<file path="src/hw/flash_prot_pkg.sv">
/*
  Shared constants and carriers for the flash configuration and protection
  register block. Assumes a byte-wide register set on a 32-bit Wishbone bus.
*/
package flash_prot_pkg;

  localparam logic [7:0] CFG_OFFSET        = 8'h00;
  localparam logic [7:0] PROT_OFFSET       = 8'h04;
  localparam logic [7:0] SEC_OFFSET        = 8'h08;
  localparam logic [7:0] FLAGS_OFFSET      = 8'h0c;

  localparam int CFG_BUF_EMPTY_IE_BIT      = 7;
  localparam int CFG_CMD_DONE_IE_BIT       = 6;
  localparam int CFG_KEY_ACCESS_BIT        = 5;
  localparam logic [7:0] CFG_RW_MASK       = 8'he0;
  localparam logic [7:0] CFG_RESET         = 8'h00;

  localparam int PROT_POLARITY_BIT         = 7;
  localparam int PROT_NV6_BIT              = 6;
  localparam int PROT_HIGH_DISABLE_BIT     = 5;
  localparam int PROT_HIGH_SIZE_LSB        = 3;
  localparam int PROT_LOW_DISABLE_BIT      = 2;
  localparam int PROT_LOW_SIZE_LSB         = 0;
  localparam logic [7:0] PROT_RESET        = 8'hff;

  localparam logic [1:0] KEY_ENABLED       = 2'h2;
  localparam logic [15:0] PROT_NV_ADDR     = 16'hff0d;

  localparam logic [15:0] HIGH_RANGE_END   = 16'hffff;
  localparam logic [15:0] LOW_RANGE_START  = 16'h4000;
  localparam logic [15:0] HIGH_BASE_2K     = 16'hf800;
  localparam logic [15:0] HIGH_BASE_4K     = 16'hf000;
  localparam logic [15:0] HIGH_BASE_8K     = 16'he000;
  localparam logic [15:0] HIGH_BASE_16K    = 16'hc000;
  localparam logic [15:0] LOW_LAST_1K      = 16'h43ff;
  localparam logic [15:0] LOW_LAST_2K      = 16'h47ff;
  localparam logic [15:0] LOW_LAST_4K      = 16'h4fff;
  localparam logic [15:0] LOW_LAST_8K      = 16'h5fff;

  typedef struct packed {
    logic        polarity;
    logic        nv6;
    logic        high_disable;
    logic [1:0]  high_size;
    logic        low_disable;
    logic [1:0]  low_size;
  } prot_reg_t;

  typedef struct packed {
    logic        valid;
    logic        is_mass;
    logic [15:0] addr;
  } alter_req_t;

  typedef enum logic [1:0] {
    ST_LOAD_REQ  = 2'b00,
    ST_LOAD_WAIT = 2'b01,
    ST_RUN       = 2'b10
  } boot_state_t;

endpackage

</file>
<file path="src/hw/flash_range_check.sv">
/*
  Decides whether one array address lies in protected space for a given
  protection byte. Purely combinational; assumes 16-bit array addresses.
*/
module flash_range_check
  import flash_prot_pkg::*;
(
  input  wire flash_prot_pkg::prot_reg_t prot_i,
  input  wire logic [15:0]               addr_i,
  output logic                           protected_o,
  output logic                           fully_open_o
);

  logic [15:0] high_base;
  logic [15:0] low_last;
  logic        in_high;
  logic        in_low;
  logic        sel_high;
  logic        sel_low;

  always_comb
  begin
    // RQ20 high extent
    case (prot_i.high_size)
      2'h0:    high_base = HIGH_BASE_2K;
      2'h1:    high_base = HIGH_BASE_4K;
      2'h2:    high_base = HIGH_BASE_8K;
      default: high_base = HIGH_BASE_16K;
    endcase
    // RQ21 low extent
    case (prot_i.low_size)
      2'h0:    low_last = LOW_LAST_1K;
      2'h1:    low_last = LOW_LAST_2K;
      2'h2:    low_last = LOW_LAST_4K;
      default: low_last = LOW_LAST_8K;
    endcase
    in_high = (addr_i >= high_base) && (addr_i <= HIGH_RANGE_END);
    in_low  = (addr_i >= LOW_RANGE_START) && (addr_i <= low_last);
    // RQ16 RQ17 disable bits gate ranges
    sel_high = !prot_i.high_disable && in_high;
    sel_low  = !prot_i.low_disable && in_low;
    // RQ15 polarity swaps meaning
    if (prot_i.polarity)
      protected_o = sel_high || sel_low;
    else
      protected_o = !(sel_high || sel_low);
    // RQ14 mass erase gate
    fully_open_o = prot_i.polarity && prot_i.high_disable && prot_i.low_disable;
  end

endmodule

</file>
<file path="src/hw/flash_config_protection_regs.sv">
/*
  Configuration and protection registers of an embedded flash module, with
  protection checking of program/erase attempts from the command logic.
  Assumes a classic Wishbone master, a flash array read port for the reset
  load, and security/status logic outside that supplies key enable and flags.
*/
// Function
// RQ1 - Config keeps only bits seven, six, five
// RQ2 - Key bit writable only when key enabled
// RQ3 - Key enable means pattern 10 only
// RQ4 - Buffer empty interrupt follows flag and enable
// RQ5 - Command done interrupt follows flag and enable
// RQ6 - Key bit steers array writes and reads
// RQ7 - Protection register readable in all modes
// RQ8 - Polarity bit only clears on write
// RQ9 - Low size writable while low disable set
// RQ10 - High size writable while high disable set
// RQ11 - Protection loaded from array at reset
// RQ12 - Software unprotects top sector before reprogramming
// RQ13 - Protected program or erase sets violation
// RQ14 - Mass erase needs all three open bits
// RQ15 - Polarity selects protected or unprotected ranges
// RQ16 - Bit five controls high range
// RQ17 - Bit two controls low range
// RQ18 - Bits four-three hold high size
// RQ19 - Bits one-zero hold low size
// RQ20 - High sizes end at top address
// RQ21 - Low sizes start at 0x4000
// RQ22 - Writes removing protection are ignored
// RQ23 - Software keeps bit six erased
// RQ24 - Interrupt request is a held level
module flash_config_protection_regs
  import flash_prot_pkg::*;
(
  input  wire logic                       clk_i,
  input  wire logic                       rst_i,
  input  wire logic                       wb_cyc_i,
  input  wire logic                       wb_stb_i,
  input  wire logic                       wb_we_i,
  input  wire logic [7:0]                 wb_adr_i,
  input  wire logic [3:0]                 wb_sel_i,
  input  wire logic [31:0]                wb_dat_i,
  output logic [31:0]                     wb_dat_o,
  output logic                            wb_ack_o,
  input  wire logic [1:0]                 backdoor_key_enable_i,
  input  wire logic                       buffer_empty_flag_i,
  input  wire logic                       command_done_flag_i,
  input  wire logic                       special_mode_i,
  output logic                            nv_rd_req_o,
  output logic [15:0]                     nv_rd_addr_o,
  input  wire logic                       nv_rd_valid_i,
  input  wire logic [7:0]                 nv_rd_data_i,
  input  wire flash_prot_pkg::alter_req_t alter_req_i,
  input  wire logic                       array_write_i,
  output logic                            alter_allowed_o,
  output logic                            protect_violation_flag_o,
  output logic                            key_access_o,
  output logic                            array_write_is_key_o,
  output logic                            array_write_is_cmd_o,
  output logic                            array_read_invalid_o,
  output logic                            buffer_empty_irq_o,
  output logic                            command_done_irq_o
);

  prot_reg_t   prot;
  prot_reg_t   next_prot;
  logic [7:0]  cfg;
  logic [7:0]  next_cfg;
  boot_state_t state;
  boot_state_t next_state;
  logic        ack;
  logic        next_ack;
  logic [31:0] rdata;
  logic [31:0] next_rdata;
  logic        viol;
  logic        next_viol;
  logic        allowed;
  logic        next_allowed;
  logic        irq_be;
  logic        next_irq_be;
  logic        irq_cd;
  logic        next_irq_cd;
  logic        key_w;
  logic        next_key_w;
  logic        cmd_w;
  logic        next_cmd_w;
  logic        rd_inv;
  logic        next_rd_inv;
  logic        nv_req;
  logic        next_nv_req;
  logic        hit_prot;
  logic        fully_open;
  logic        bus_req;
  logic        bus_wr;
  prot_reg_t   wr_val;
  prot_reg_t   cand;

  // Protection scenario number 0..7 from polarity and disable bits
  function automatic logic [2:0] scenario(input prot_reg_t p);
    logic [2:0] s;
    s = 3'h0;
    if (p.polarity)
      s = {1'b0, !p.high_disable, !p.low_disable};
    else if (p.high_disable && p.low_disable)
      s = 3'h4;
    else if (!p.high_disable && p.low_disable)
      s = 3'h5;
    else if (p.high_disable && !p.low_disable)
      s = 3'h6;
    else
      s = 3'h7;
    return s;
  endfunction

  // Scenario transitions that keep or add protection
  function automatic logic trans_ok(input logic [2:0] from, input logic [2:0] to);
    logic [7:0] row;
    case (from)
      3'h0:    row = 8'h0f;
      3'h1:    row = 8'h0a;
      3'h2:    row = 8'h0c;
      3'h3:    row = 8'h08;
      3'h4:    row = 8'h18;
      3'h5:    row = 8'h3c;
      3'h6:    row = 8'h5a;
      default: row = 8'hff;
    endcase
    return row[to];
  endfunction

  // Range size may change only with unchanged extent or a wider region
  function automatic logic size_ok(input logic pol, input logic dis,
                                   input logic [1:0] from, input logic [1:0] to);
    logic ok;
    ok = 1'b1;
    if (!dis && (to != from))
      ok = pol ? (to > from) : (to < from);
    return ok;
  endfunction

  flash_range_check u_range
  (
    .prot_i       (prot),
    .addr_i       (alter_req_i.addr),
    .protected_o  (hit_prot),
    .fully_open_o (fully_open)
  );

  assign bus_req = wb_cyc_i && wb_stb_i && !ack;
  assign bus_wr  = bus_req && wb_we_i && wb_sel_i[0];

  always_comb
  begin
    next_state  = state;
    next_prot   = prot;
    next_cfg    = cfg;
    next_ack    = 1'b0;
    next_rdata  = 32'h0000_0000;
    next_nv_req = 1'b0;
    wr_val      = prot_reg_t'(wb_dat_i[7:0]);
    cand        = prot;
    case (state)
      ST_LOAD_REQ:
      begin
        next_nv_req = 1'b1;
        next_state  = ST_LOAD_WAIT;
      end
      ST_LOAD_WAIT:
      begin
        next_nv_req = 1'b1;
        // RQ11 reset load from array
        if (nv_rd_valid_i)
        begin
          next_prot   = prot_reg_t'(nv_rd_data_i);
          next_nv_req = 1'b0;
          next_state  = ST_RUN;
        end
      end
      ST_RUN:
      begin
        next_ack = bus_req;
        if (bus_req && !wb_we_i)
        begin
          case (wb_adr_i)
            CFG_OFFSET:   next_rdata = {24'h000000, cfg};
            // RQ7 readable in any mode
            PROT_OFFSET:  next_rdata = {24'h000000, prot};
            SEC_OFFSET:   next_rdata = {30'h0, backdoor_key_enable_i};
            FLAGS_OFFSET: next_rdata = {28'h0, special_mode_i, viol,
                                        command_done_flag_i, buffer_empty_flag_i};
            default:      next_rdata = 32'h0000_0000;
          endcase
        end
        if (bus_wr && (wb_adr_i == CFG_OFFSET))
        begin
          // RQ1 only three bits stored
          next_cfg = wb_dat_i[7:0] & CFG_RW_MASK;
          // RQ2 RQ3 key bit gated
          if (backdoor_key_enable_i != KEY_ENABLED)
            next_cfg[CFG_KEY_ACCESS_BIT] = cfg[CFG_KEY_ACCESS_BIT];
        end
        if (bus_wr && (wb_adr_i == PROT_OFFSET))
        begin
          // RQ8 polarity only clears
          cand.polarity     = prot.polarity & wr_val.polarity;
          cand.high_disable = wr_val.high_disable;
          cand.low_disable  = wr_val.low_disable;
          // RQ18 RQ10 high size while disabled
          if (prot.high_disable)
            cand.high_size = wr_val.high_size;
          // RQ19 RQ9 low size while disabled
          if (prot.low_disable)
            cand.low_size = wr_val.low_size;
          // RQ22 drop writes that remove protection
          if (trans_ok(scenario(prot), scenario(cand))
              && size_ok(cand.polarity, cand.high_disable, prot.high_size, cand.high_size)
              && size_ok(cand.polarity, cand.low_disable, prot.low_size, cand.low_size))
            next_prot = cand;
        end
      end
      default:
      begin
        next_state = ST_LOAD_REQ;
      end
    endcase
  end

  always_comb
  begin
    next_viol    = viol;
    next_allowed = 1'b0;
    // Software clears by writing one to bit 2 of the flags word; set wins
    if (bus_wr && (wb_adr_i == FLAGS_OFFSET) && wb_dat_i[2])
      next_viol = 1'b0;
    if (alter_req_i.valid && (state == ST_RUN))
    begin
      // RQ14 mass erase refusal
      if (alter_req_i.is_mass ? !fully_open : hit_prot)
        // RQ13 violation flag set
        next_viol = 1'b1;
      else
        next_allowed = 1'b1;
    end
    // RQ4 RQ24 buffer empty level
    next_irq_be = buffer_empty_flag_i && next_cfg[CFG_BUF_EMPTY_IE_BIT];
    // RQ5 RQ24 command done level
    next_irq_cd = command_done_flag_i && next_cfg[CFG_CMD_DONE_IE_BIT];
    // RQ6 key bit steers array access
    next_key_w  = array_write_i && cfg[CFG_KEY_ACCESS_BIT];
    next_cmd_w  = array_write_i && !cfg[CFG_KEY_ACCESS_BIT];
    next_rd_inv = next_cfg[CFG_KEY_ACCESS_BIT];
  end

  always_ff @(posedge clk_i)
  begin
    if (rst_i)
    begin
      state   <= ST_LOAD_REQ;
      prot    <= prot_reg_t'(PROT_RESET);
      cfg     <= CFG_RESET;
      ack     <= 1'b0;
      rdata   <= 32'h0000_0000;
      nv_req  <= 1'b0;
      viol    <= 1'b0;
      allowed <= 1'b0;
      irq_be  <= 1'b0;
      irq_cd  <= 1'b0;
      key_w   <= 1'b0;
      cmd_w   <= 1'b0;
      rd_inv  <= 1'b0;
    end
    else
    begin
      state   <= next_state;
      prot    <= next_prot;
      cfg     <= next_cfg;
      ack     <= next_ack;
      rdata   <= next_rdata;
      nv_req  <= next_nv_req;
      viol    <= next_viol;
      allowed <= next_allowed;
      irq_be  <= next_irq_be;
      irq_cd  <= next_irq_cd;
      key_w   <= next_key_w;
      cmd_w   <= next_cmd_w;
      rd_inv  <= next_rd_inv;
    end
  end

  assign wb_dat_o                 = rdata;
  assign wb_ack_o                 = ack;
  assign nv_rd_req_o              = nv_req;
  assign nv_rd_addr_o             = PROT_NV_ADDR;
  assign alter_allowed_o          = allowed;
  assign protect_violation_flag_o = viol;
  assign key_access_o             = cfg[CFG_KEY_ACCESS_BIT];
  assign array_write_is_key_o     = key_w;
  assign array_write_is_cmd_o     = cmd_w;
  assign array_read_invalid_o     = rd_inv;
  assign buffer_empty_irq_o       = irq_be;
  assign command_done_irq_o       = irq_cd;

endmodule

</file>
<file path="config.mk">
export PLATFORM = sky130hd
export DESIGN_NAME = flash_config_protection_regs
export DESIGN_NICKNAME = d
export VERILOG_FILES = /design/src/hw/flash_prot_pkg.sv /design/src/hw/flash_range_check.sv /design/src/hw/flash_config_protection_regs.sv
export SDC_FILE = /design/constraint.sdc
export NUM_CORES = 1
export LEC_CHECK = 0
export BUFFER_PORTS_ARGS = -buffer_cell sky130_fd_sc_hd__buf_4
export CAP_MARGIN = 20
export CORE_MARGIN = 8
export CORE_UTILIZATION = 35
export CTS_BUF_LIST = sky130_fd_sc_hd__clkbuf_8
export DETAILED_ROUTE_END_ITERATION = 6
export PLACE_DENSITY_LB_ADDON = 0.12
export SLEW_MARGIN = 5
export SYNTH_ARGS = -nofsm -noshare
export SYNTH_HDL_FRONTEND = slang
export SYNTH_SLANG_ARGS = --single-unit
</file>
<file path="constraint.sdc">
create_clock -name clk_i -period 5.3 [get_ports clk_i]
set_input_delay 0.265 -clock clk_i [delete_from_list [all_inputs] [get_ports clk_i]]
set_output_delay 0.265 -clock clk_i [all_outputs]
set_load 0.1 [all_outputs]
</file>
==> flow_metrics.env <==
export IMPL_grt_pass1_wl_mm=8.625
export IMPL_synth_edf_count=0
export IMPL_antenna_found_initial=0
export IMPL_hold_class="in2reg"
export IMPL_nNetsFinal=397
export IMPL_clock_skew_ps=8.935
export IMPL_fin_crit_ps=2325
export IMPL_r2r_start="prot[4]$_SDFFE_PP1P_"
export IMPL_root_buffer="clkbuf_8"
export IMPL_cts_tree="done"
export IMPL_grt_max_degree=20
export IMPL_fp_coreArea_sq_mm=0.005816
export IMPL_synth_seq_cells=29
export IMPL_cp_startpoint="prot[4]$_SDFFE_PP1P_"
export IMPL_p_leak_uw=0.001279
export IMPL_status="complete, no violations"
export IMPL_drv_slew=0
export IMPL_worst_pin_slew_ps=608.3
export IMPL_post_cts_buffers=0
export IMPL_crit_path_end_kind="register"
export IMPL_ys_seq_area_share_pct=28.21
export IMPL_p_sw_share_pct=41.27
export IMPL_clockBufferDepth=2
export IMPL_max_cap_violations=0
export IMPL_pwr_share_seq_pct=34.2
export IMPL_dpl_hpwl_mm=4.573
export IMPL_min_delay_start="nv_rd_valid_i"
export IMPL_vias_per_cell=4.520
export IMPL_grt_pass1_vias=1764
export IMPL_async_reset_ff_share_pct=0
export IMPL_path_max_fanout=6
export IMPL_wire_per_inst_microns=14.65
export IMPL_power_density_mw_per_mm2=266.2
export IMPL_utilization_pct=44.34
export IMPL_dp_slack_ps=2991
export IMPL_n_antenna_cell=0
export IMPL_worst_skew_pair_late_latency_ps=290
export IMPL_first_pass_iters=4
export IMPL_portBuffers=72
export IMPL_cts_repair_resized=0
export IMPL_synthFlopType="dfxtp_1"
export IMPL_combPwrFrac_pct=36.2
export IMPL_p_int_uw=403.1
export IMPL_layout_commonest_cell="buf_4"
export IMPL_power_total_uw=686.4
export IMPL_crit_chain="inv_1 > o21ai_0 > ha_1 > nor2b_1 > o21ai_0 > a32oi_4 > a31oi_4 > mux2i_1"
export IMPL_period_share_pct=43.87
export IMPL_route_met2_wl_mm=2.515
export IMPL_yosysWarnings=0
export IMPL_path_buf_inv=1
export IMPL_hold_viol_final=0
export IMPL_via_count=1722
export IMPL_synth_area_per_cell_sq_um=8.648
export IMPL_slowest_stage="dfxtp_1"
export IMPL_syn_instance_count=238
export IMPL_dr_max_layer_used="met4"
export IMPL_critPathKind="reg2reg"
export IMPL_netlist_area_sq_mm=0.002058
export IMPL_max_stage_delay_ps=430
export IMPL_wl_met3_microns=502
export IMPL_tns_ps=0
export IMPL_yosys_top_cells_area="dfxtp_1, buf_4, mux2i_1"
export IMPL_hold_buffers=0
export IMPL_htreeDepth=2
export IMPL_drt_wl_total_mm=5.581
export IMPL_fp_dieArea_sq_mm=0.008591
export IMPL_area_growth_pct=25.29
export IMPL_place_congestion=0.7743
export IMPL_relSlewSlack_pct=59.36
export IMPL_finalSetupViolations=0
export IMPL_critPathTopFamily="compound AO/OA/AOI/OAI gates"
export IMPL_io_pins=140
export IMPL_vdd_drop_max_uv=117.5
export IMPL_drt_iter0_drc=95
export IMPL_synth_top_area_share_pct=28.21
export IMPL_drc=0
export IMPL_cts_buffers=5
export IMPL_wl_met1_mm=2.508
export IMPL_clock_power_share_pct=29.6
export IMPL_synth_largest_area_cell="dfxtp_1"
export IMPL_die_h_microns=92.69
export IMPL_drive_gt1_share_pct=29.74
export IMPL_cts_sinks=29
export IMPL_dieWidth_microns=92.69
export IMPL_antenna_left=0
export IMPL_num_rows=28
export IMPL_rsz0062_at_grt="no"
export IMPL_crit_path_start_kind="register"
export IMPL_required_ps=5510
export IMPL_crit_top_cell="o21ai_0"
export IMPL_gr_total_overflow=0
export IMPL_yosysUniqueCellTypes=49
export IMPL_switchingPower_uw=283.3
export IMPL_arrival_ps=2540
export IMPL_final_cell_mix="buf_4, conb_1, dfxtp_1, nor2_1, nand2_1"
export IMPL_clkTransAtPathRegs_ps=70
export IMPL_start_util_pct=35.39
export IMPL_gr_usage_all_layers_pct=12.69
export IMPL_max_freq_mhz=430.1
export IMPL_fin_ws_ps=2975
power groups by stage:
stage	Combinational (uW)	Sequential, uW	Clock (uW)
final	248	235	203
after global routing	264	236	221
after CTS	248	235	209
after detailed placement	248	240	0
after global placement	247	239	0
after floorplan	215	245	0
metrics by stage:
stage / area (sq um) / cells / hold WS, ps
after floorplan: 2201 / 276 / 368.8
after global placement: 2477 / 373 / 457.7
after detailed placement: 2477 / 373 / 460.6
after CTS: 2579 / 381 / 170.3
after global routing: 2579 / 381 / 181.1
final: 2579 / 381 / 172.1
sequential cells by signal, indices dropped and copies added (netlist names), 2 cells and up:
register and count:
wb_dat_o 8, prot 7, cfg 3, state 2
layer usage:
metal,up-vias,GRT usage (%)
met5,-,0
met4,0,3.221
met3,5,5.178
met2,70,20.14
met1,759,15.54
li1,888,-
kinds of logic after synthesis:
kind of cell,count (synthesis),share of synthesized area (%)
mux,16,7.842
flops,29,28.21
buf+inv,58,18.84
fa+ha+maj,10,6.079
other cells,2,0.3649
simple gates,87,24.20
compound gates,36,14.47
cell type report:
class                   instances  area, sq um
clock buffers                   7        96.34
clock inverters                 1        5.005
fillers                       617         3237
inverters                       8        30.03
multi-input cells             189         1232
flip-flops and latches         29        580.6
well taps                      75        93.84
repair buffers                 72        540.5
synth_stat cells (3+ instances only):
cell	count
a211oi_1	5
a21oi_1	5
a311o_1	3
and3_1	3
buf_4	43
clkbuf_1	4
dfxtp_1	29
ha_1	10
inv_1	8
mux2i_1	15
nand2_1	21
nand3_1	6
nand4_1	3
nor2_1	24
nor2b_1	5
nor3b_1	3
nor4_4	3
o211ai_1	3
o21ai_0	7
worst paths after layout:
| path | endpoint | slack [ps] | cells after the start |
|---|---|---|---|
| min reg2reg | cand[6]$_SDFFE_PP1P_ | 470 | 2 |
| max reg2reg | prot[3]$_SDFFE_PP1P_ | 2980 | 8 |
| max | prot[3]$_SDFFE_PP1P_ | 2980 | 8 |
| min | nv_rd_req_o$_SDFF_PP0_ | 170 | 2 |
No activity file was read; power rests on OpenSTA's default activity.
